**src/hdl/ssm_pkg.sv**
```systemverilog
// Constants, carriers and glyph table for the seven-segment scan multiplexer.
package ssm_pkg;

	// -------------------------------------------------------------------
	// Sizes and register map
	// -------------------------------------------------------------------
	localparam int NDIG = 8;
	localparam int AW = 6;
	localparam logic [AW-1:0] OFS_CTRL = 6'h00;
	localparam logic [AW-1:0] OFS_CMD = 6'h04;
	localparam logic [AW-1:0] OFS_HEX = 6'h08;
	localparam logic [AW-1:0] OFS_PAT = 6'h0c;
	localparam logic [AW-1:0] OFS_DP = 6'h10;
	localparam logic [AW-1:0] OFS_INT = 6'h14;
	localparam int MEM_SEL = 5;
	localparam int DIG_LSB = 8;
	localparam int CMD_START = 0;
	localparam int CMD_STOP = 1;
	localparam int INT_POS_LSB = 16;
	localparam int INT_LEN_LSB = 20;
	localparam logic [2:0] INT_MAX_LEN = 3'h5;
	localparam int BCD_STEPS = 16;
	localparam logic [1:0] RESP_OKAY = 2'h0;
	localparam logic [1:0] RESP_SLVERR = 2'h2;

	// -------------------------------------------------------------------
	// Carriers
	// -------------------------------------------------------------------
	typedef struct packed {
		logic [2:0] last;
		logic [1:0] rsvd;
		logic timer_int;
		logic dim;
		logic [1:0] rate;
		logic seg_hi;
		logic dig_hi;
	} ssm_ctrl_t;
	localparam int CTRL_W = 11;
	localparam ssm_ctrl_t CTRL_RST = 11'h724;

	typedef struct packed {
		logic [15:0] value;
		logic [2:0] pos;
		logic [2:0] len;
	} ssm_int_req_t;

	// -------------------------------------------------------------------
	// Scan timing
	// -------------------------------------------------------------------
	localparam int LF_HZ = 32000;
	localparam int RATE0_HZ = 500;
	localparam int RATE1_HZ = 1000;
	localparam int RATE2_HZ = 2000;
	localparam int RATE3_HZ = 4000;
	localparam int DIV_W = 7;

	function automatic logic [DIV_W-1:0] rate_div(input logic [1:0] sel);
		case (sel)
			2'h0: rate_div = DIV_W'(LF_HZ / RATE0_HZ);
			2'h1: rate_div = DIV_W'(LF_HZ / RATE1_HZ);
			2'h2: rate_div = DIV_W'(LF_HZ / RATE2_HZ);
			default: rate_div = DIV_W'(LF_HZ / RATE3_HZ);
		endcase
	endfunction

	function automatic logic [6:0] glyph(input logic [3:0] v);
		case (v)
			4'h0: glyph = 7'h3f;
			4'h1: glyph = 7'h06;
			4'h2: glyph = 7'h5b;
			4'h3: glyph = 7'h4f;
			4'h4: glyph = 7'h66;
			4'h5: glyph = 7'h6d;
			4'h6: glyph = 7'h7d;
			4'h7: glyph = 7'h07;
			4'h8: glyph = 7'h7f;
			4'h9: glyph = 7'h6f;
			4'ha: glyph = 7'h77;
			4'hb: glyph = 7'h7c;
			4'hc: glyph = 7'h39;
			4'hd: glyph = 7'h5e;
			4'he: glyph = 7'h79;
			default: glyph = 7'h71;
		endcase
	endfunction

endpackage

```
**src/hdl/ssm_bcd.sv**
```systemverilog
// Binary to five-digit decimal converter, shift and add-three.
`timescale 1ns/1ps
`default_nettype none
module ssm_bcd (
	// Clock and reset
	input wire logic aclk,
	input wire logic aresetn,
	// Request
	input wire logic start,
	input wire logic [15:0] value,
	// Result
	output logic busy,
	output logic done,
	output logic [19:0] digits
);
	logic [35:0] sh;
	logic [35:0] next_sh;
	logic [4:0] cnt;
	logic [4:0] next_cnt;
	logic next_busy;
	logic next_done;
	logic [19:0] adj;

	genvar g;
	generate
		for (g = 0; g < 5; g++) begin : g_adj
			assign adj[4*g+:4] = (sh[16+4*g+:4] >= 4'h5) ?
				4'(sh[16+4*g+:4] + 4'h3) : sh[16+4*g+:4];
		end
	endgenerate

	always_comb begin
		next_sh = sh;
		next_cnt = cnt;
		next_busy = busy;
		next_done = 1'b0;
		if (start && !busy) begin
			next_sh = {20'h0, value};
			next_cnt = 5'h0;
			next_busy = 1'b1;
		end else if (busy) begin
			next_sh = {adj, sh[15:0]} << 1;
			next_cnt = 5'(cnt + 5'h1);
			if (cnt == 5'(ssm_pkg::BCD_STEPS - 1)) begin
				next_busy = 1'b0;
				next_done = 1'b1;
			end
		end
	end

	always_ff @(posedge aclk) begin
		if (!aresetn) begin
			sh <= 36'h0;
			cnt <= 5'h0;
			busy <= 1'b0;
			done <= 1'b0;
		end else begin
			sh <= next_sh;
			cnt <= next_cnt;
			busy <= next_busy;
			done <= next_done;
		end
	end

	assign digits = sh[35:16];
endmodule // ssm_bcd
`default_nettype wire

```
**src/hdl/ssm_scan_mux.sv**
```systemverilog
// Seven-segment scan multiplexer with AXI4-Lite control.
//
// Behaviour
// - digit enables follow selectable drive polarity
// - segment outputs follow their own polarity
// - four scan rates: 500, 1k, 2k, 4k
// - scan timer ticks from 32 kHz clock
// - start clears memory, starts scan, timer
// - stop halts scan, all digits inactive
// - hex store writes glyph to addressed digit
// - raw byte stored, one means lit
// - bit0 is segment a, bit7 point
// - point command changes only point bit
// - dim keeps every other tick dark
// - integer shown decimal, 1 to 5 digits
// - at most one digit lit at once
// - tick turns current off, next on
// - digit enables on consecutive output bits
// - position zero is leftmost, most significant
//
// Decided for this implementation: the register offsets and the AXI4-Lite slave port.
`timescale 1ns/1ps
`default_nettype none
module ssm_scan_mux (
	// Clock and reset
	input wire logic aclk,
	input wire logic aresetn,
	// AXI4-Lite write
	input wire logic [ssm_pkg::AW-1:0] awaddr,
	input wire logic awvalid,
	output logic awready,
	input wire logic [31:0] wdata,
	input wire logic [3:0] wstrb,
	input wire logic wvalid,
	output logic wready,
	output logic [1:0] bresp,
	output logic bvalid,
	input wire logic bready,
	// AXI4-Lite read
	input wire logic [ssm_pkg::AW-1:0] araddr,
	input wire logic arvalid,
	output logic arready,
	output logic [31:0] rdata,
	output logic [1:0] rresp,
	output logic rvalid,
	input wire logic rready,
	// Timing sources
	input wire logic lf_clk_pin,
	input wire logic scan_advance_tick,
	// Display pins
	output logic [7:0] digit_drive,
	output logic [7:0] segment_drive
);
	// -------------------------------------------------------------------
	// State
	// -------------------------------------------------------------------
	ssm_pkg::ssm_ctrl_t ctrl;
	ssm_pkg::ssm_ctrl_t next_ctrl;
	ssm_pkg::ssm_int_req_t ireq;
	ssm_pkg::ssm_int_req_t next_ireq;
	logic [7:0] mem [ssm_pkg::NDIG];
	logic [7:0] next_mem [ssm_pkg::NDIG];
	logic running, next_running;
	logic timer_run, next_timer_run;
	logic phase, next_phase;
	logic [2:0] idx, next_idx;
	logic [ssm_pkg::DIV_W-1:0] div_cnt, next_div_cnt;
	logic lf_s1, lf_s2, lf_s3;
	logic next_bvalid, next_rvalid;
	logic [1:0] next_bresp, next_rresp;
	logic [31:0] next_rdata;
	logic [7:0] next_digit, next_seg;
	logic [31:0] wmask, wd;
	logic wr_go, rd_go, stall, lf_edge, timer_tick, tick;
	logic sel_ctrl, sel_cmd, sel_hex, sel_pat, sel_dp, sel_int;
	logic do_start, do_stop;
	logic [2:0] wdig;
	logic [3:0] fend;
	logic bcd_busy, bcd_done;
	logic [19:0] bcd_digits;

	// -------------------------------------------------------------------
	// Bus write decode
	// -------------------------------------------------------------------
	genvar b;
	generate
		for (b = 0; b < 4; b++) begin : g_strb
			assign wmask[8*b+:8] = {8{wstrb[b]}};
		end
	endgenerate

	// Writes wait while a conversion is pending, so a render never races
	// a store into the same digit.
	assign stall = bcd_busy | bcd_done;
	assign wr_go = awvalid & wvalid & !bvalid & !stall;
	assign awready = wr_go;
	assign wready = wr_go;
	assign rd_go = arvalid & !rvalid;
	assign arready = rd_go;
	assign wd = wdata & wmask;
	assign wdig = wd[ssm_pkg::DIG_LSB+:3];
	assign sel_ctrl = wr_go && awaddr == ssm_pkg::OFS_CTRL;
	assign sel_cmd = wr_go && awaddr == ssm_pkg::OFS_CMD;
	assign sel_hex = wr_go && awaddr == ssm_pkg::OFS_HEX;
	assign sel_pat = wr_go && awaddr == ssm_pkg::OFS_PAT;
	assign sel_dp = wr_go && awaddr == ssm_pkg::OFS_DP;
	assign sel_int = wr_go && awaddr == ssm_pkg::OFS_INT;
	assign do_stop = sel_cmd & wd[ssm_pkg::CMD_STOP];
	assign do_start = sel_cmd & wd[ssm_pkg::CMD_START] & !do_stop;

	// -------------------------------------------------------------------
	// Bus answers
	// -------------------------------------------------------------------
	always_comb begin
		next_bvalid = bvalid & !bready;
		next_bresp = bresp;
		if (wr_go) begin
			next_bvalid = 1'b1;
			next_bresp = (sel_ctrl | sel_cmd | sel_hex | sel_pat | sel_dp |
				sel_int) ? ssm_pkg::RESP_OKAY : ssm_pkg::RESP_SLVERR;
		end
		next_rvalid = rvalid & !rready;
		next_rdata = rdata;
		next_rresp = rresp;
		if (rd_go) begin
			next_rvalid = 1'b1;
			next_rdata = 32'h0;
			next_rresp = ssm_pkg::RESP_OKAY;
			if (araddr[ssm_pkg::MEM_SEL] && araddr[1:0] == 2'h0)
				next_rdata = {24'h0, mem[araddr[4:2]]};
			else if (araddr == ssm_pkg::OFS_CTRL)
				next_rdata = {21'h0, ctrl};
			else if (araddr == ssm_pkg::OFS_CMD)
				next_rdata = {21'h0, idx, 5'h0, timer_run, stall, running};
			else if (araddr != ssm_pkg::OFS_HEX &&
				araddr != ssm_pkg::OFS_PAT && araddr != ssm_pkg::OFS_DP &&
				araddr != ssm_pkg::OFS_INT)
				next_rresp = ssm_pkg::RESP_SLVERR;
		end
	end

	always_ff @(posedge aclk) begin
		if (!aresetn) begin
			bvalid <= 1'b0;
			bresp <= ssm_pkg::RESP_OKAY;
			rvalid <= 1'b0;
			rdata <= 32'h0;
			rresp <= ssm_pkg::RESP_OKAY;
		end else begin
			bvalid <= next_bvalid;
			bresp <= next_bresp;
			rvalid <= next_rvalid;
			rdata <= next_rdata;
			rresp <= next_rresp;
		end
	end

	// -------------------------------------------------------------------
	// Control and integer request
	// -------------------------------------------------------------------
	always_comb begin
		next_ctrl = ctrl;
		next_ireq = ireq;
		if (sel_ctrl) begin
			next_ctrl = (ctrl & ~wmask[ssm_pkg::CTRL_W-1:0]) |
				wd[ssm_pkg::CTRL_W-1:0];
			next_ctrl.rsvd = 2'h0;
		end
		if (sel_int) begin
			next_ireq.value = wd[15:0];
			next_ireq.pos = wd[ssm_pkg::INT_POS_LSB+:3];
			next_ireq.len = wd[ssm_pkg::INT_LEN_LSB+:3];
			if (next_ireq.len > ssm_pkg::INT_MAX_LEN)
				next_ireq.len = ssm_pkg::INT_MAX_LEN;
		end
	end

	always_ff @(posedge aclk) begin
		if (!aresetn) begin
			ctrl <= ssm_pkg::CTRL_RST;
			ireq <= '0;
		end else begin
			ctrl <= next_ctrl;
			ireq <= next_ireq;
		end
	end

	ssm_bcd u_bcd (
		.aclk(aclk),
		.aresetn(aresetn),
		.start(sel_int),
		.value(wd[15:0]),
		.busy(bcd_busy),
		.done(bcd_done),
		.digits(bcd_digits)
	);

	// -------------------------------------------------------------------
	// Digit memory
	// -------------------------------------------------------------------
	// Last position of the field, one bit wider so a field running past
	// the rightmost digit is simply cut short.
	assign fend = 4'({1'b0, ireq.pos} + {1'b0, ireq.len} - 4'h1);

	always_comb begin
		for (int d = 0; d < ssm_pkg::NDIG; d++) begin
			next_mem[d] = mem[d];
			if (do_start) begin
				next_mem[d] = 8'h0;
			end else if (bcd_done && ireq.len != 3'h0 &&
				4'(d) >= {1'b0, ireq.pos} && 4'(d) <= fend) begin
				next_mem[d][6:0] = ssm_pkg::glyph(
					bcd_digits[4*(3'(fend - 4'(d)))+:4]);
			end else if (sel_hex && wdig == 3'(d)) begin
				next_mem[d][6:0] = ssm_pkg::glyph(wd[3:0]);
			end else if (sel_pat && wdig == 3'(d)) begin
				next_mem[d] = wd[7:0];
			end else if (sel_dp && wdig == 3'(d)) begin
				next_mem[d][7] = wd[0];
			end
		end
	end

	always_ff @(posedge aclk) begin
		for (int d = 0; d < ssm_pkg::NDIG; d++) begin
			if (!aresetn)
				mem[d] <= 8'h0;
			else
				mem[d] <= next_mem[d];
		end
	end

	// -------------------------------------------------------------------
	// Scan timer and scanner
	// -------------------------------------------------------------------
	// The 32 kHz pin is asynchronous; only its resynchronised copy is
	// edge-detected.
	assign lf_edge = lf_s2 & !lf_s3;

	always_comb begin
		next_div_cnt = div_cnt;
		timer_tick = 1'b0;
		if (!timer_run) begin
			next_div_cnt = '0;
		end else if (lf_edge) begin
			if (div_cnt >= 7'(ssm_pkg::rate_div(ctrl.rate) - 7'h1)) begin
				next_div_cnt = '0;
				timer_tick = 1'b1;
			end else begin
				next_div_cnt = 7'(div_cnt + 7'h1);
			end
		end
		tick = running & (ctrl.timer_int ? timer_tick : scan_advance_tick);
		next_running = running;
		next_timer_run = timer_run;
		next_idx = idx;
		next_phase = phase;
		if (do_stop) begin
			next_running = 1'b0;
			next_timer_run = 1'b0;
			next_phase = 1'b0;
		end else if (do_start) begin
			next_running = 1'b1;
			next_timer_run = ctrl.timer_int;
			next_idx = 3'h0;
			next_phase = 1'b0;
		end else if (tick) begin
			if (ctrl.dim && !phase) begin
				next_phase = 1'b1;
			end else begin
				next_phase = 1'b0;
				next_idx = (idx >= ctrl.last) ? 3'h0 : 3'(idx + 3'h1);
			end
		end
		next_digit = 8'h0;
		next_seg = 8'h0;
		if (next_running && !next_phase) begin
			next_digit = 8'h1 << next_idx;
			next_seg = next_mem[next_idx];
		end
		if (!next_ctrl.dig_hi)
			next_digit = ~next_digit;
		if (!next_ctrl.seg_hi)
			next_seg = ~next_seg;
	end

	always_ff @(posedge aclk) begin
		if (!aresetn) begin
			lf_s1 <= 1'b0;
			lf_s2 <= 1'b0;
			lf_s3 <= 1'b0;
			div_cnt <= '0;
			running <= 1'b0;
			timer_run <= 1'b0;
			idx <= 3'h0;
			phase <= 1'b0;
			digit_drive <= 8'hff;
			segment_drive <= 8'hff;
		end else begin
			lf_s1 <= lf_clk_pin;
			lf_s2 <= lf_s1;
			lf_s3 <= lf_s2;
			div_cnt <= next_div_cnt;
			running <= next_running;
			timer_run <= next_timer_run;
			idx <= next_idx;
			phase <= next_phase;
			digit_drive <= next_digit;
			segment_drive <= next_seg;
		end
	end

	logic lit;
	logic [7:0] dig_on;
	logic [6:0] lf_seen;
	assign lit = running & !phase;
	assign dig_on = ctrl.dig_hi ? digit_drive : ~digit_drive;

	always_ff @(posedge aclk) begin
		if (!aresetn || !timer_run || timer_tick)
			lf_seen <= 7'h0;
		else if (lf_edge)
			lf_seen <= 7'(lf_seen + 7'h1);
	end
endmodule // ssm_scan_mux
`default_nettype wire
```
**config.mk**
```make
export PLATFORM = sky130hd
export DESIGN_NAME = ssm_scan_mux
export DESIGN_NICKNAME = d
export VERILOG_FILES = /design/src/hdl/ssm_pkg.sv /design/src/hdl/ssm_bcd.sv /design/src/hdl/ssm_scan_mux.sv
export SDC_FILE = /design/constraint.sdc
export NUM_CORES = 1
export LEC_CHECK = 0
export BUFFER_PORTS_ARGS = -buffer_cell sky130_fd_sc_hd__clkbuf_2
export CAP_MARGIN = 40
export CORE_ASPECT_RATIO = 2
export CORE_UTILIZATION = 35
export CTS_CLUSTER_SIZE = 24
export DETAILED_ROUTE_END_ITERATION = 7
export GPL_TIMING_DRIVEN = 0
export SYNTH_ARGS = -nofsm -noshare
export SYNTH_HDL_FRONTEND = slang
export SYNTH_HIERARCHICAL = 1
export SYNTH_SLANG_ARGS = --single-unit
```
**constraint.sdc**
```tcl
create_clock -name aclk -period 7.8 [get_ports aclk]
set_input_delay 1.17 -clock aclk [delete_from_list [all_inputs] [get_ports aclk]]
set_output_delay 1.17 -clock aclk [all_outputs]
set_load 0.05 [all_outputs]
```
==> results of run 1 <==
## cell usage after synthesis, drive strengths merged (21+ instances only)
cell and number:
nor3 43, mux4 21, nand3 55, buf 88
o211ai 38, ha 78, a211oi 45, nor2 183
inv 66, o21ai 109, nand2 200, clkbuf 63
a21oi 107, a31oi 26, dfxtp 169, o211a 21
and2 60, mux2i 101, mux2 23
## state kept, by name, summed over array words and instances (netlist names), 2 cells and up, named ones only
name,flops
mem,64
u_bcd/sh,36
rdata,11
digit_drive,8
segment_drive,8
div_cnt,7
ireq,6
u_bcd/cnt,5
idx,3
ctrl,2
## metal layers
| metal | vias to the layer above | wire length [microns] |
|---|---|---|
| met4 | 8 | 8730 |
| met5 | - | 55 |
| met2 | 643 | 34700 |
| li1 | 6888 | - |
| met1 | 7145 | 21400 |
| met3 | 293 | 3730 |
## metrics by stage
step                hold slack [ns]  area, sq um   util  power, mW
floorplan                     0.412        14200      -       1.02
detailed placement            0.423        15500  0.390       1.11
finish                        0.435        16000  0.404       1.95
CTS                           0.440        16000  0.403       1.95
global route                  0.462        16000  0.404       2.00
global placement              0.427        15300  0.384       1.10
## logic make-up after synthesis
| kind of cell | after synthesis |
|---|---|
| compound gates | 494 |
| xor+xnor | 30 |
| fa+ha+maj | 79 |
| buf+inv | 218 |
| flops | 169 |
| mux | 145 |
| other cells | 2 |
| simple gates | 682 |
## area by class of cell
cell class,instances,area [sq um]
diodes,1,2.50
plain buffers,151,805
clock buffers,18,429
clock inverters,14,115
fillers,4240,23700
inverters,67,251
multi-input cells,1454,9790
flip-flops and latches,169,3380
well taps,525,657
repair buffers,104,611
## critical path: cells and delay by family, from the launching register on
kind | cells | cell delay [ns]
buf+inv | 10 | 2.13
fa+ha+maj | 5 | 1.61
simple gates | 3 | 0.74
compound gates | 5 | 1.17
mux | 1 | 0.34
flops | 1 | 0.50
## worst paths after layout
check             cells after the start  slack [ns]                     endpoint
setup / recovery                     24        1.20  segment_drive[1]$_SDFF_PN1_
hold / removal                        1        0.44             lf_s2$_SDFF_PN0_
setup reg to reg                     24        1.20  segment_drive[1]$_SDFF_PN1_
hold reg to reg                       1        0.44             lf_s2$_SDFF_PN0_
## power groups by stage
stage               registers [mW]  logic [mW]  clock network [mW]
floorplan                    0.903       0.118                   0
global placement             0.890       0.214                   0
detailed placement           0.891       0.222                   0
CTS                          0.870       0.223               0.860
global route                 0.871       0.240               0.887
finish                       0.870       0.230               0.848
==> impl_metrics.csv, run 1 <==
group,metric,value,unit
clocking,cts.clk_slew.worst_paths,0.07,ns
sta,fin_skew,0.0173,ns
final_layout,area_growth_syn_to_layout,13.5,%
global_routing,global_route_wire_length_before_repair,98.5,mm
clocking,tritoncts,"built",
clocking,post_cts_buffers,0,
clocking,clock_tree.root_cell,"clkbuf_16",
worst_setup_path,start_kind,"flip-flop",
hold_path,hold_path_class,"flip-flop to flip-flop",
detailed_routing,initial_drc_count,1027,
placed_design,buffer_ports.inserted,76,
global_routing,grt_util_met2,0.601,
global_routing,grtUsageMet1,0.297,
clocking,cts.repair.resized,0,
worst_setup_path,slowest_stage,"fa_1",
clocking,cts.hold.buffers_added,0,
detailed_routing,detail_route.first_pass.iterations,5,
die,die_height,286,microns
placed_design,place.gp.congestion,1.06,
sta,grt_setup_unrepaired,"no",
worst_setup_path,worst_path_most_repeated_cell,"inv_1",
worst_setup_path,cp_max_fo,10,
worst_setup_path,timing.setup.critical_path_class,"flip-flop to flip-flop",
worst_setup_path,critical_path_arrival,6.97,ns
power_and_ir_drop,power_leakage,6.66,nW
die,io_pins,114,
sta,setup-tns-final,0,ns
clocking,clock_tree.htree_level_count,4,
final_layout,drive_gt1_frac,0.149,
worst_setup_path,reg2reg_from,"ireq[4]$_SDFFE_PN0P_",
sta,slew_headroom,0.319,
worst_setup_path,setup.worst_path.start,"ireq[4]$_SDFFE_PN0P_",
global_routing,first_global_vias,14800,
global_routing,antenna_violations_before_repair,5,
detailed_routing,vias,15000,
detailed_routing,drtAntennaViolNets,0,
logic_synthesis,syn_std_cell_area,14100,sq um
logic_synthesis,synth-seq-area-share,0.239,
logic_synthesis,share_of_flip_flops_with_an_asynchronous_set_or_reset,0,
power_and_ir_drop,power.share.clock,0.435,
sta,min_period,6.60,ns
logic_synthesis,synthFlopType,"dfxtp_1",
global_routing,gr_layer_usage_met3,0.0741,
final_layout,stdcell_count,2503,
power_and_ir_drop,cellInternalPower,1.34,mW
power_and_ir_drop,power.switching,0.608,mW
detailed_routing,drt_total_wl,68.6,mm
logic_synthesis,synth.lib_cells_used.distinct,90,
placed_design,detailed_place_hpwl,55.2,mm
logic_synthesis,synth_largest_type_area_fraction,0.239,
final_layout,most_frequent_cells_in_the_layout,"nand2_1, nor2_1, dfxtp_1",
worst_setup_path,timing.critical_path.cells,"inv_1 > ha_1 > inv_1 > ha_1 > inv_1 > fa_1 > buf_2 > buf_2 > clkbuf_1 > inv_1 > ha_1 > clkbuf_1 > nand2_1 > o21bai_1 > inv_1 > ha_1 > a31oi_1 > o21ai_0 > o21ai_0 > buf_2 > nand3_1 > a31oi_1 > nor4_2 > mux2i_1",
die,fp.coreArea,39700,sq um
placed_design,dp.cells,2465,
global_routing,grt_util_all_layers,0.341,
logic_synthesis,synth-compound-area-share,0.236,
clocking,cts.sinks,169,
worst_setup_path,critical_path_sink_type,"flip-flop",
detailed_routing,drt-vias-per-instance,5.98,
die,start_util,0.356,
die,floorplan.rows,103,
worst_setup_path,critical-path-max-stage-delay,0.54,ns
sta,postLayoutSetupSlackWorst,1.20,ns
power_and_ir_drop,maximum_vdd_ir_drop,0.000147,V
clocking,clock_latency,0.48,ns
placed_design,place_ws,1.37,ns
logic_synthesis,yosysTopAreaCell,"dfxtp_1",
clocking,cts-root-to-sink-buffers,2,
logic_synthesis,synthXorXnorAreaFrac,0.0186,
die,chipWidth,144,microns
logic_synthesis,ys.warnings.count,6,
power_and_ir_drop,sequential_group_share_of_total_power,0.447,
final_layout,fin_nets,2100,
worst_setup_path,worstPathRequired,8.17,ns
status,status,"finished, final reports clean",
die,fp.dieArea,41300,sq um
logic_synthesis,synth_adder_area_share,0.0704,
power_and_ir_drop,power-per-cell-area,121,nW/um^2
clocking,cts-buffers-inserted,17,
detailed_routing,routedWlPerCell,27.4,microns
sta,fmax,152,MHz
logic_synthesis,synth.avg_cell_area,7.77,sq um
logic_synthesis,number_of_flops_mapped_to_enable_cells_by_yosys,0,
sta,tightestPinTransition,1.01,ns
run,max-cap-violations,0,
logic_synthesis,post_synth_and_or_nand_nor_area_fraction,0.237,
power_and_ir_drop,power.share.combinational,0.118,
global_routing,global_route.peak_usage_layer,"met2",
final_layout,layout_commonest_cell,"nand2_1",
hold_path,hold_start,"lf_s1$_SDFF_PN0_",
detailed_routing,drcViolationCount,0,
logic_synthesis,post_synth_mux_area_share,0.123,
logic_synthesis,netlist_top_cells_area,"dfxtp_1, mux2i_1, ha_1",
logic_synthesis,dominant_combinational_cell_family_by_area_after_synthesis,"simple AND/OR/NAND/NOR gates",
logic_synthesis,syn-instance-count,1819,
global_routing,grt_max_degree,17,
sta,final_hold_violating_endpoints,0,
sta,setup_viol,0,
logic_synthesis,postSynthRegisterBits,169,
sta,min_period_over_period,0.846,
power_and_ir_drop,switching_share,0.312,
sta,final_max_slew_viol_count,0,
global_routing,overflow,0,
Note: power is estimated with default switching activity, not from simulation.
==> inputs of run 2 (changes only) <==
==> constraint.sdc (replaced) <==
create_clock -name aclk -period 6.35 [get_ports aclk]
set_input_delay 0.9525 -clock aclk [delete_from_list [all_inputs] [get_ports aclk]]
set_output_delay 0.9525 -clock aclk [all_outputs]
set_load 0.05 [all_outputs]
==> run 2 against run 1 <==
Net effect:
- cell area rose by 0.26%
- largest power group unchanged
- die area is the same
- flip-flop and latch count did not move
==> impl_metrics.csv, run 2 (same netlist as run 1, synthesis figures left out) <==
group,metric,value,unit
status,status,"finished, final reports clean",
clocking,cts.hold.buffers_added,0,
hold_path,worst_hold_path.endpoint,"lf_s2$_SDFF_PN0_",
detailed_routing,drtAntennaViolNets,0,
hold_path,min_path_cells,1,
worst_setup_path,timing.setup.critical_path_class,"flip-flop to flip-flop",
worst_setup_path,critical-path-max-stage-delay,0.53,ns
die,io_pins,114,
final_layout,layout_commonest_cell,"nand2_1",
global_routing,antenna_violations_before_repair,6,
worst_setup_path,worst_path_most_repeated_cell,"inv_1",
final_layout,drive_gt1_frac,0.152,
detailed_routing,drt_total_wl,68.8,mm
worst_setup_path,start_kind,"flip-flop",
global_routing,grt_max_degree,17,
sta,min_period_over_period,0.974,
global_routing,first_global_vias,14800,
clocking,cts.repair.resized,2,
die,floorplan.rows,103,
detailed_routing,initial_drc_count,1002,
clocking,clock_latency,0.48,ns
run,max-cap-violations,0,
die,fp.dieArea,41300,sq um
sta,fmax,162,MHz
power_and_ir_drop,maximum_vdd_ir_drop,0.000181,V
power_and_ir_drop,power_leakage,6.68,nW
final_layout,fin_nets,2101,
sta,postLayoutSetupSlackWorst,0.165,ns
worst_setup_path,timing.critical_path.cells,"inv_1 > ha_1 > inv_1 > ha_1 > inv_1 > fa_1 > buf_2 > clkbuf_4 > inv_1 > ha_1 > clkbuf_1 > nand2_1 > nor2_1 > or2_2 > clkbuf_1 > mux2i_1 > o21ai_0 > o21ai_0 > buf_2 > nand3_1 > a31oi_1 > nor4_2 > mux2i_1",
die,chipWidth,144,microns
worst_setup_path,critPathTopFamily,"buffers and inverters",
clocking,cts-buffers-inserted,17,
detailed_routing,drt-vias-per-instance,5.98,
detailed_routing,routedWlPerCell,27.5,microns
power_and_ir_drop,power-per-cell-area,149,nW/um^2
die,die_height,286,microns
sta,min_period,6.18,ns
clocking,clock_tree.root_cell,"clkbuf_16",
final_layout,reg.largest.list,"mem x64, u_bcd/sh x36, rdata x11",
power_and_ir_drop,power,2.40,mW
worst_setup_path,rrSetupSlack,0.17,ns
final_layout,max_reg_flops,64,
final_layout,most_frequent_cells_in_the_layout,"nand2_1, nor2_1, dfxtp_1",
sta,slew_headroom,0.332,
placed_design,place.gp.congestion,1.06,
die,fp.coreArea,39700,sq um
worst_setup_path,reg2reg_from,"ireq[4]$_SDFFE_PN0P_",
sta,tightestPinTransition,0.994,ns
sta,grt_setup_unrepaired,"yes",
placed_design,place_ws,-0.0771,ns
clocking,tritoncts,"built",
detailed_routing,drcViolationCount,0,
worst_setup_path,slowest_stage,"fa_1",
final_layout,area_growth_syn_to_layout,13.8,%
final_layout,register_with_the_most_flip_flops,"mem",
worst_setup_path,cp_max_fo,19,
global_routing,global_route_wire_length_before_repair,98.8,mm
clocking,post_cts_buffers,0,
sta,fin_skew,0.0156,ns
global_routing,grt_util_all_layers,0.342,
clocking,clock_tree.htree_level_count,4,
clocking,cts-root-to-sink-buffers,2,
hold_path,hold_path_class,"flip-flop to flip-flop",
detailed_routing,vias,15000,
global_routing,overflow,0,
sta,setup_viol,0,
worst_setup_path,critical_path_arrival,6.56,ns
worst_setup_path,r2r_end,"segment_drive[1]$_SDFF_PN1_",
sta,final_hold_violating_endpoints,0,
worst_setup_path,reg2reg_depth,23,
worst_setup_path,crit_path_buf_inv_count,9,
sta,setup-tns-final,0,ns
worst_setup_path,critical_path_sink_type,"flip-flop",
clocking,cts.clk_slew.worst_paths,0.07,ns
die,start_util,0.356,
final_layout,stdcell_count,2504,
detailed_routing,detail_route.first_pass.iterations,5,
placed_design,detailed_place_hpwl,55.2,mm
hold_path,hold_start,"lf_s1$_SDFF_PN0_",
placed_design,buffer_ports.inserted,76,
worst_setup_path,worstPathRequired,6.72,ns
final_layout,final.fill_count,4247,
sta,final_max_slew_viol_count,0,
placed_design,dp.cells,2465,
clocking,cts.sinks,169,
sta,hold_slack,0.435,ns
## run 2: worst register-to-register path: stages, from the launching register on
cell,delay (ns)
dfxtp_1,0.50
inv_1,0.16
ha_1,0.30
inv_1,0.06
ha_1,0.13
inv_1,0.05
fa_1,0.53
buf_2,0.31
clkbuf_4,0.34
inv_1,0.10
ha_1,0.28
clkbuf_1,0.37
nand2_1,0.26
nor2_1,0.30
or2_2,0.16
clkbuf_1,0.28
mux2i_1,0.12
o21ai_0,0.26
o21ai_0,0.30
buf_2,0.27
nand3_1,0.09
a31oi_1,0.15
nor4_2,0.42
mux2i_1,0.34
## run 2: worst max path at each step
stage | from | slack [ns] | cells past startpoint | to
2_1_floorplan | ireq[4]$_SDFFE_PN0P_ | 1.53 | 23 | segment_drive[6]$_SDFF_PN1_
3_3_place_gp | ireq[4]$_SDFFE_PN0P_ | -0.002 | 24 | segment_drive[5]$_SDFF_PN1_
3_5_place_dp | ireq[4]$_SDFFE_PN0P_ | -0.08 | 24 | segment_drive[5]$_SDFF_PN1_
4_1_cts | ireq[4]$_SDFFE_PN0P_ | 0.02 | 23 | segment_drive[1]$_SDFF_PN1_
5_1_grt | ireq[4]$_SDFFE_PN0P_ | -0.02 | 23 | segment_drive[1]$_SDFF_PN1_
6_report | ireq[4]$_SDFFE_PN0P_ | 0.17 | 23 | segment_drive[1]$_SDFF_PN1_
## run 2: per-layer routing
metal | track usage | part of all wire
met1 | 0.301 | 0.31
met2 | 0.605 | 0.51
met3 | 0.0729 | 0.055
met4 | 0.371 | 0.12
met5 | 0 | 0.00099
## run 2: final cells by class
| type | instances | area (sq um) | area share |
|---|---|---|---|
| diodes | 1 | 2.50 | 0.000156 |
| well taps | 525 | 657 | 0.0408 |
| plain buffers | 150 | 803 | 0.0499 |
| inverters | 67 | 251 | 0.0156 |
| clock inverters | 14 | 115 | 0.00716 |
| repair buffers | 106 | 629 | 0.0391 |
| clock buffers | 18 | 429 | 0.0267 |
| multi-input cells | 1454 | 9810 | 0.610 |
| flip-flops and latches | 169 | 3380 | 0.210 |
## run 2: per-stage QoR
| step | cell area (sq um) | util |
|---|---|---|
| after global routing | 16100 | 0.405 |
| after floorplan | 14200 | - |
| after global placement | 15300 | 0.384 |
| after detailed placement | 15500 | 0.390 |
| after CTS | 16000 | 0.404 |
| final | 16100 | 0.405 |
## run 2: where the power goes
group          switching [mW]  internal, mW
Clock                   0.535         0.510
Sequential            0.00364          1.07
Combinational           0.212        0.0716
==> inputs of run 3 (changes only) <==
--- a/config.mk
+++ b/config.mk
@@ -11,6 +11,7 @@
 export CORE_UTILIZATION = 35
 export CTS_CLUSTER_SIZE = 24
 export DETAILED_ROUTE_END_ITERATION = 7
+export GPL_ROUTABILITY_DRIVEN = 0
 export GPL_TIMING_DRIVEN = 0
 export SYNTH_ARGS = -nofsm -noshare
 export SYNTH_HDL_FRONTEND = slang
==> constraint.sdc (replaced) <==
create_clock -name aclk -period 5.3 [get_ports aclk]
set_input_delay 0.795 -clock aclk [delete_from_list [all_inputs] [get_ports aclk]]
set_output_delay 0.795 -clock aclk [all_outputs]
set_load 0.05 [all_outputs]
==> run 3 against run 2 <==
Net effect:
- the flow now finishes with violations (DRC)
- die area unchanged
- via count increased by 4.2%
- critical path depth decreased by 8
- highest routed layer unchanged
- total power increased by 24%
- first-iteration DRC count increased by 66%
- critical path type is now input port to flip-flop
- sequential power increased by 20%
- register-to-register slack got worse by 0.02 ns
- setup slack got worse by 0.059 ns
- clock-buffer cell count decreased by 1
==> impl_metrics.csv, run 3 (same netlist as run 1, synthesis figures left out) <==
group,metric,value,unit
detailed_routing,drtAntennaViolNets,0,
power_and_ir_drop,power.switching,0.961,mW
final_layout,reg.largest.list,"mem x64, u_bcd/sh x36, rdata x11",
clocking,tritoncts,"built",
clocking,clock_tree.root_cell,"clkbuf_16",
power_and_ir_drop,switching_share,0.323,
sta,fmax,193,MHz
die,chipWidth,144,microns
final_layout,drive_gt1_frac,0.179,
detailed_routing,drcViolationCount,16,
placed_design,detailed_place_hpwl,49.8,mm
final_layout,final.fill_count,4145,
placed_design,dpl_cell_area,15400,sq um
hold_path,worst_hold_path.endpoint,"lf_s2$_SDFF_PN0_",
detailed_routing,detail_route.first_pass.iterations,8,
worst_setup_path,critical_path_sink_type,"flip-flop",
detailed_routing,drt_total_wl,67.0,mm
worst_setup_path,critPathTopFamily,"compound AO/OA/AOI/OAI gates",
worst_setup_path,reg2reg_depth,19,
power_and_ir_drop,power,2.97,mW
sta,setup-tns-final,0,ns
clocking,cts.hold.buffers_added,0,
sta,min_period_over_period,0.980,
power_and_ir_drop,cellInternalPower,2.01,mW
worst_setup_path,r2r_end,"segment_drive[1]$_SDFF_PN1_",
global_routing,global_route_wire_length_before_repair,98.4,mm
sta,final_max_slew_viol_count,0,
final_layout,post-route-cell-area,16500,sq um
worst_setup_path,reg2reg_from,"ireq[3]$_SDFFE_PN0P_",
status,violations,"DRC",
detailed_routing,vias,15600,
worst_setup_path,timing.critical_path.cells,"clkbuf_2 > clkbuf_1 > and2_1 > clkinv_1 > ha_1 > nor2_1 > a31oi_1 > o221ai_1 > buf_4 > a21oi_1 > o21ai_0 > or3_1 > o221ai_1 > o22ai_1 > mux2i_1",
sta,setup_viol,0,
final_layout,register_with_the_most_flip_flops,"mem",
worst_setup_path,slowest_stage,"clkinv_1",
hold_path,hold_path_class,"flip-flop to flip-flop",
worst_setup_path,worstPathRequired,5.69,ns
sta,fin_skew,0.0180,ns
sta,slew_headroom,0.378,
power_and_ir_drop,power.share.combinational,0.120,
final_layout,regArea,3380,sq um
power_and_ir_drop,power.share.clock,0.449,
detailed_routing,drt-vias-per-instance,6.19,
placed_design,buffer_ports.inserted,76,
final_layout,layout.core_utilization,0.416,
final_layout,fin_nets,2110,
global_routing,antenna_violations_before_repair,12,
worst_setup_path,cp_max_fo,10,
final_layout,most_frequent_cells_in_the_layout,"nand2_1, nor2_1, dfxtp_1",
worst_setup_path,crit_path_buf_inv_count,4,
final_layout,max_reg_flops,64,
worst_setup_path,rrSetupSlack,0.15,ns
final_layout,footprint_of_the_multi_input_gates,10000,sq um
sta,min_period,5.19,ns
die,start_util,0.356,
detailed_routing,initial_drc_count,1662,
clocking,cts-buffers-inserted,17,
status,status,"complete, but fails checks",
clocking,cts-root-to-sink-buffers,2,
detailed_routing,routedWlPerCell,26.6,microns
run,max-cap-violations,0,
die,io_pins,114,
power_and_ir_drop,power_leakage,6.84,nW
hold_path,hold_start,"lf_s1$_SDFF_PN0_",
clocking,clock_latency,0.48,ns
sta,tightestPinTransition,0.907,ns
final_layout,layout_commonest_cell,"nand2_1",
worst_setup_path,worst_path_most_repeated_cell,"o221ai_1",
power_and_ir_drop,sequential_group_share_of_total_power,0.431,
global_routing,overflow,0,
power_and_ir_drop,maximum_vdd_ir_drop,0.000204,V
power_and_ir_drop,power-per-cell-area,180,nW/um^2
worst_setup_path,timing.setup.critical_path_class,"input port to flip-flop",
hold_path,min_path_cells,1,
global_routing,grt_max_degree,20,
die,fp.coreArea,39700,sq um
clocking,cts.sinks,169,
global_routing,grt_util_all_layers,0.339,
worst_setup_path,critical-path-max-stage-delay,0.75,ns
worst_setup_path,critical_path_arrival,5.59,ns
clocking,clock_tree.htree_level_count,4,
global_routing,first_global_vias,15000,
die,floorplan.rows,103,
final_layout,area_growth_syn_to_layout,16.9,%
clocking,cts.clk_slew.worst_paths,0.07,ns
die,die_height,286,microns
die,fp.dieArea,41300,sq um
sta,final_hold_violating_endpoints,0,
worst_setup_path,start_kind,"input port",
==> run 3: worst max path at each step <==
stage / start / cells after the start / endpoint
after floorplan: ireq[4]$_SDFFE_PN0P_ / 23 / segment_drive[6]$_SDFF_PN1_
after global placement: ireq[4]$_SDFFE_PN0P_ / 24 / segment_drive[5]$_SDFF_PN1_
after detailed placement: ireq[4]$_SDFFE_PN0P_ / 24 / segment_drive[5]$_SDFF_PN1_
after CTS: ireq[3]$_SDFFE_PN0P_ / 21 / segment_drive[1]$_SDFF_PN1_
after global routing: ireq[4]$_SDFFE_PN0P_ / 21 / segment_drive[5]$_SDFF_PN1_
final: wstrb[0] / 15 / segment_drive[0]$_SDFF_PN1_
==> run 3: power groups by stage <==
| stage | Clock, mW | Sequential (mW) | Combinational [mW] |
|---|---|---|---|
| after global placement | 0 | 1.31 | 0.309 |
| final | 1.33 | 1.28 | 0.356 |
| after detailed placement | 0 | 1.31 | 0.320 |
| after floorplan | 0 | 1.33 | 0.174 |
| after CTS | 1.34 | 1.28 | 0.322 |
| after global routing | 1.39 | 1.28 | 0.368 |
==> run 3: final cells by class <==
class / count / area share
clock inverter: 15 / 0.0109
timing repair buffer: 119 / 0.0454
buffer: 146 / 0.0497
tap: 525 / 0.0397
clock buffer: 17 / 0.0257
sequential: 169 / 0.205
antenna: 6 / 0.000909
multi-input combinational: 1454 / 0.608
inverter: 67 / 0.0152
==> run 3: worst register-to-register path: stages (launching register included) <==
cell and delay, ns:
dfxtp_1 0.43, inv_1 0.11, ha_2 0.36, buf_4 0.22, clkbuf_4 0.23, inv_2 0.26, ha_2 0.44, xor2_2 0.26
clkbuf_2 0.33, a21oi_1 0.07, o31a_1 0.35, ha_1 0.33, inv_1 0.05, mux2_2 0.26, o211ai_1 0.23, o21ai_0 0.23
nand3_1 0.16, a31oi_2 0.16, nor4_2 0.33, mux2i_1 0.27
==> run 3: layer usage <==
layer | wire (microns) | global-route usage
met2 | 31800 | 0.559
met4 | 8860 | 0.358
met1 | 20100 | 0.303
met3 | 6100 | 0.127
met5 | 111 | 0.0122
==> run 3: timing repair <==
action                     CTS  global route
pin swaps                    4             4
setup endpoints to repair   21             8
setup buffers                3             5
resized for setup           43            38
==> run 3: stage by stage <==
step | hold WS (ns) | worst slack, ns | instances
final | 0.439 | 0.106 | 2518
after global routing | 0.480 | -0.0462 | 2512
after CTS | 0.444 | 0.0321 | 2495
after detailed placement | 0.426 | -0.982 | 2463
after global placement | 0.419 | -0.945 | 2442
after floorplan | 0.412 | 0.483 | 1841
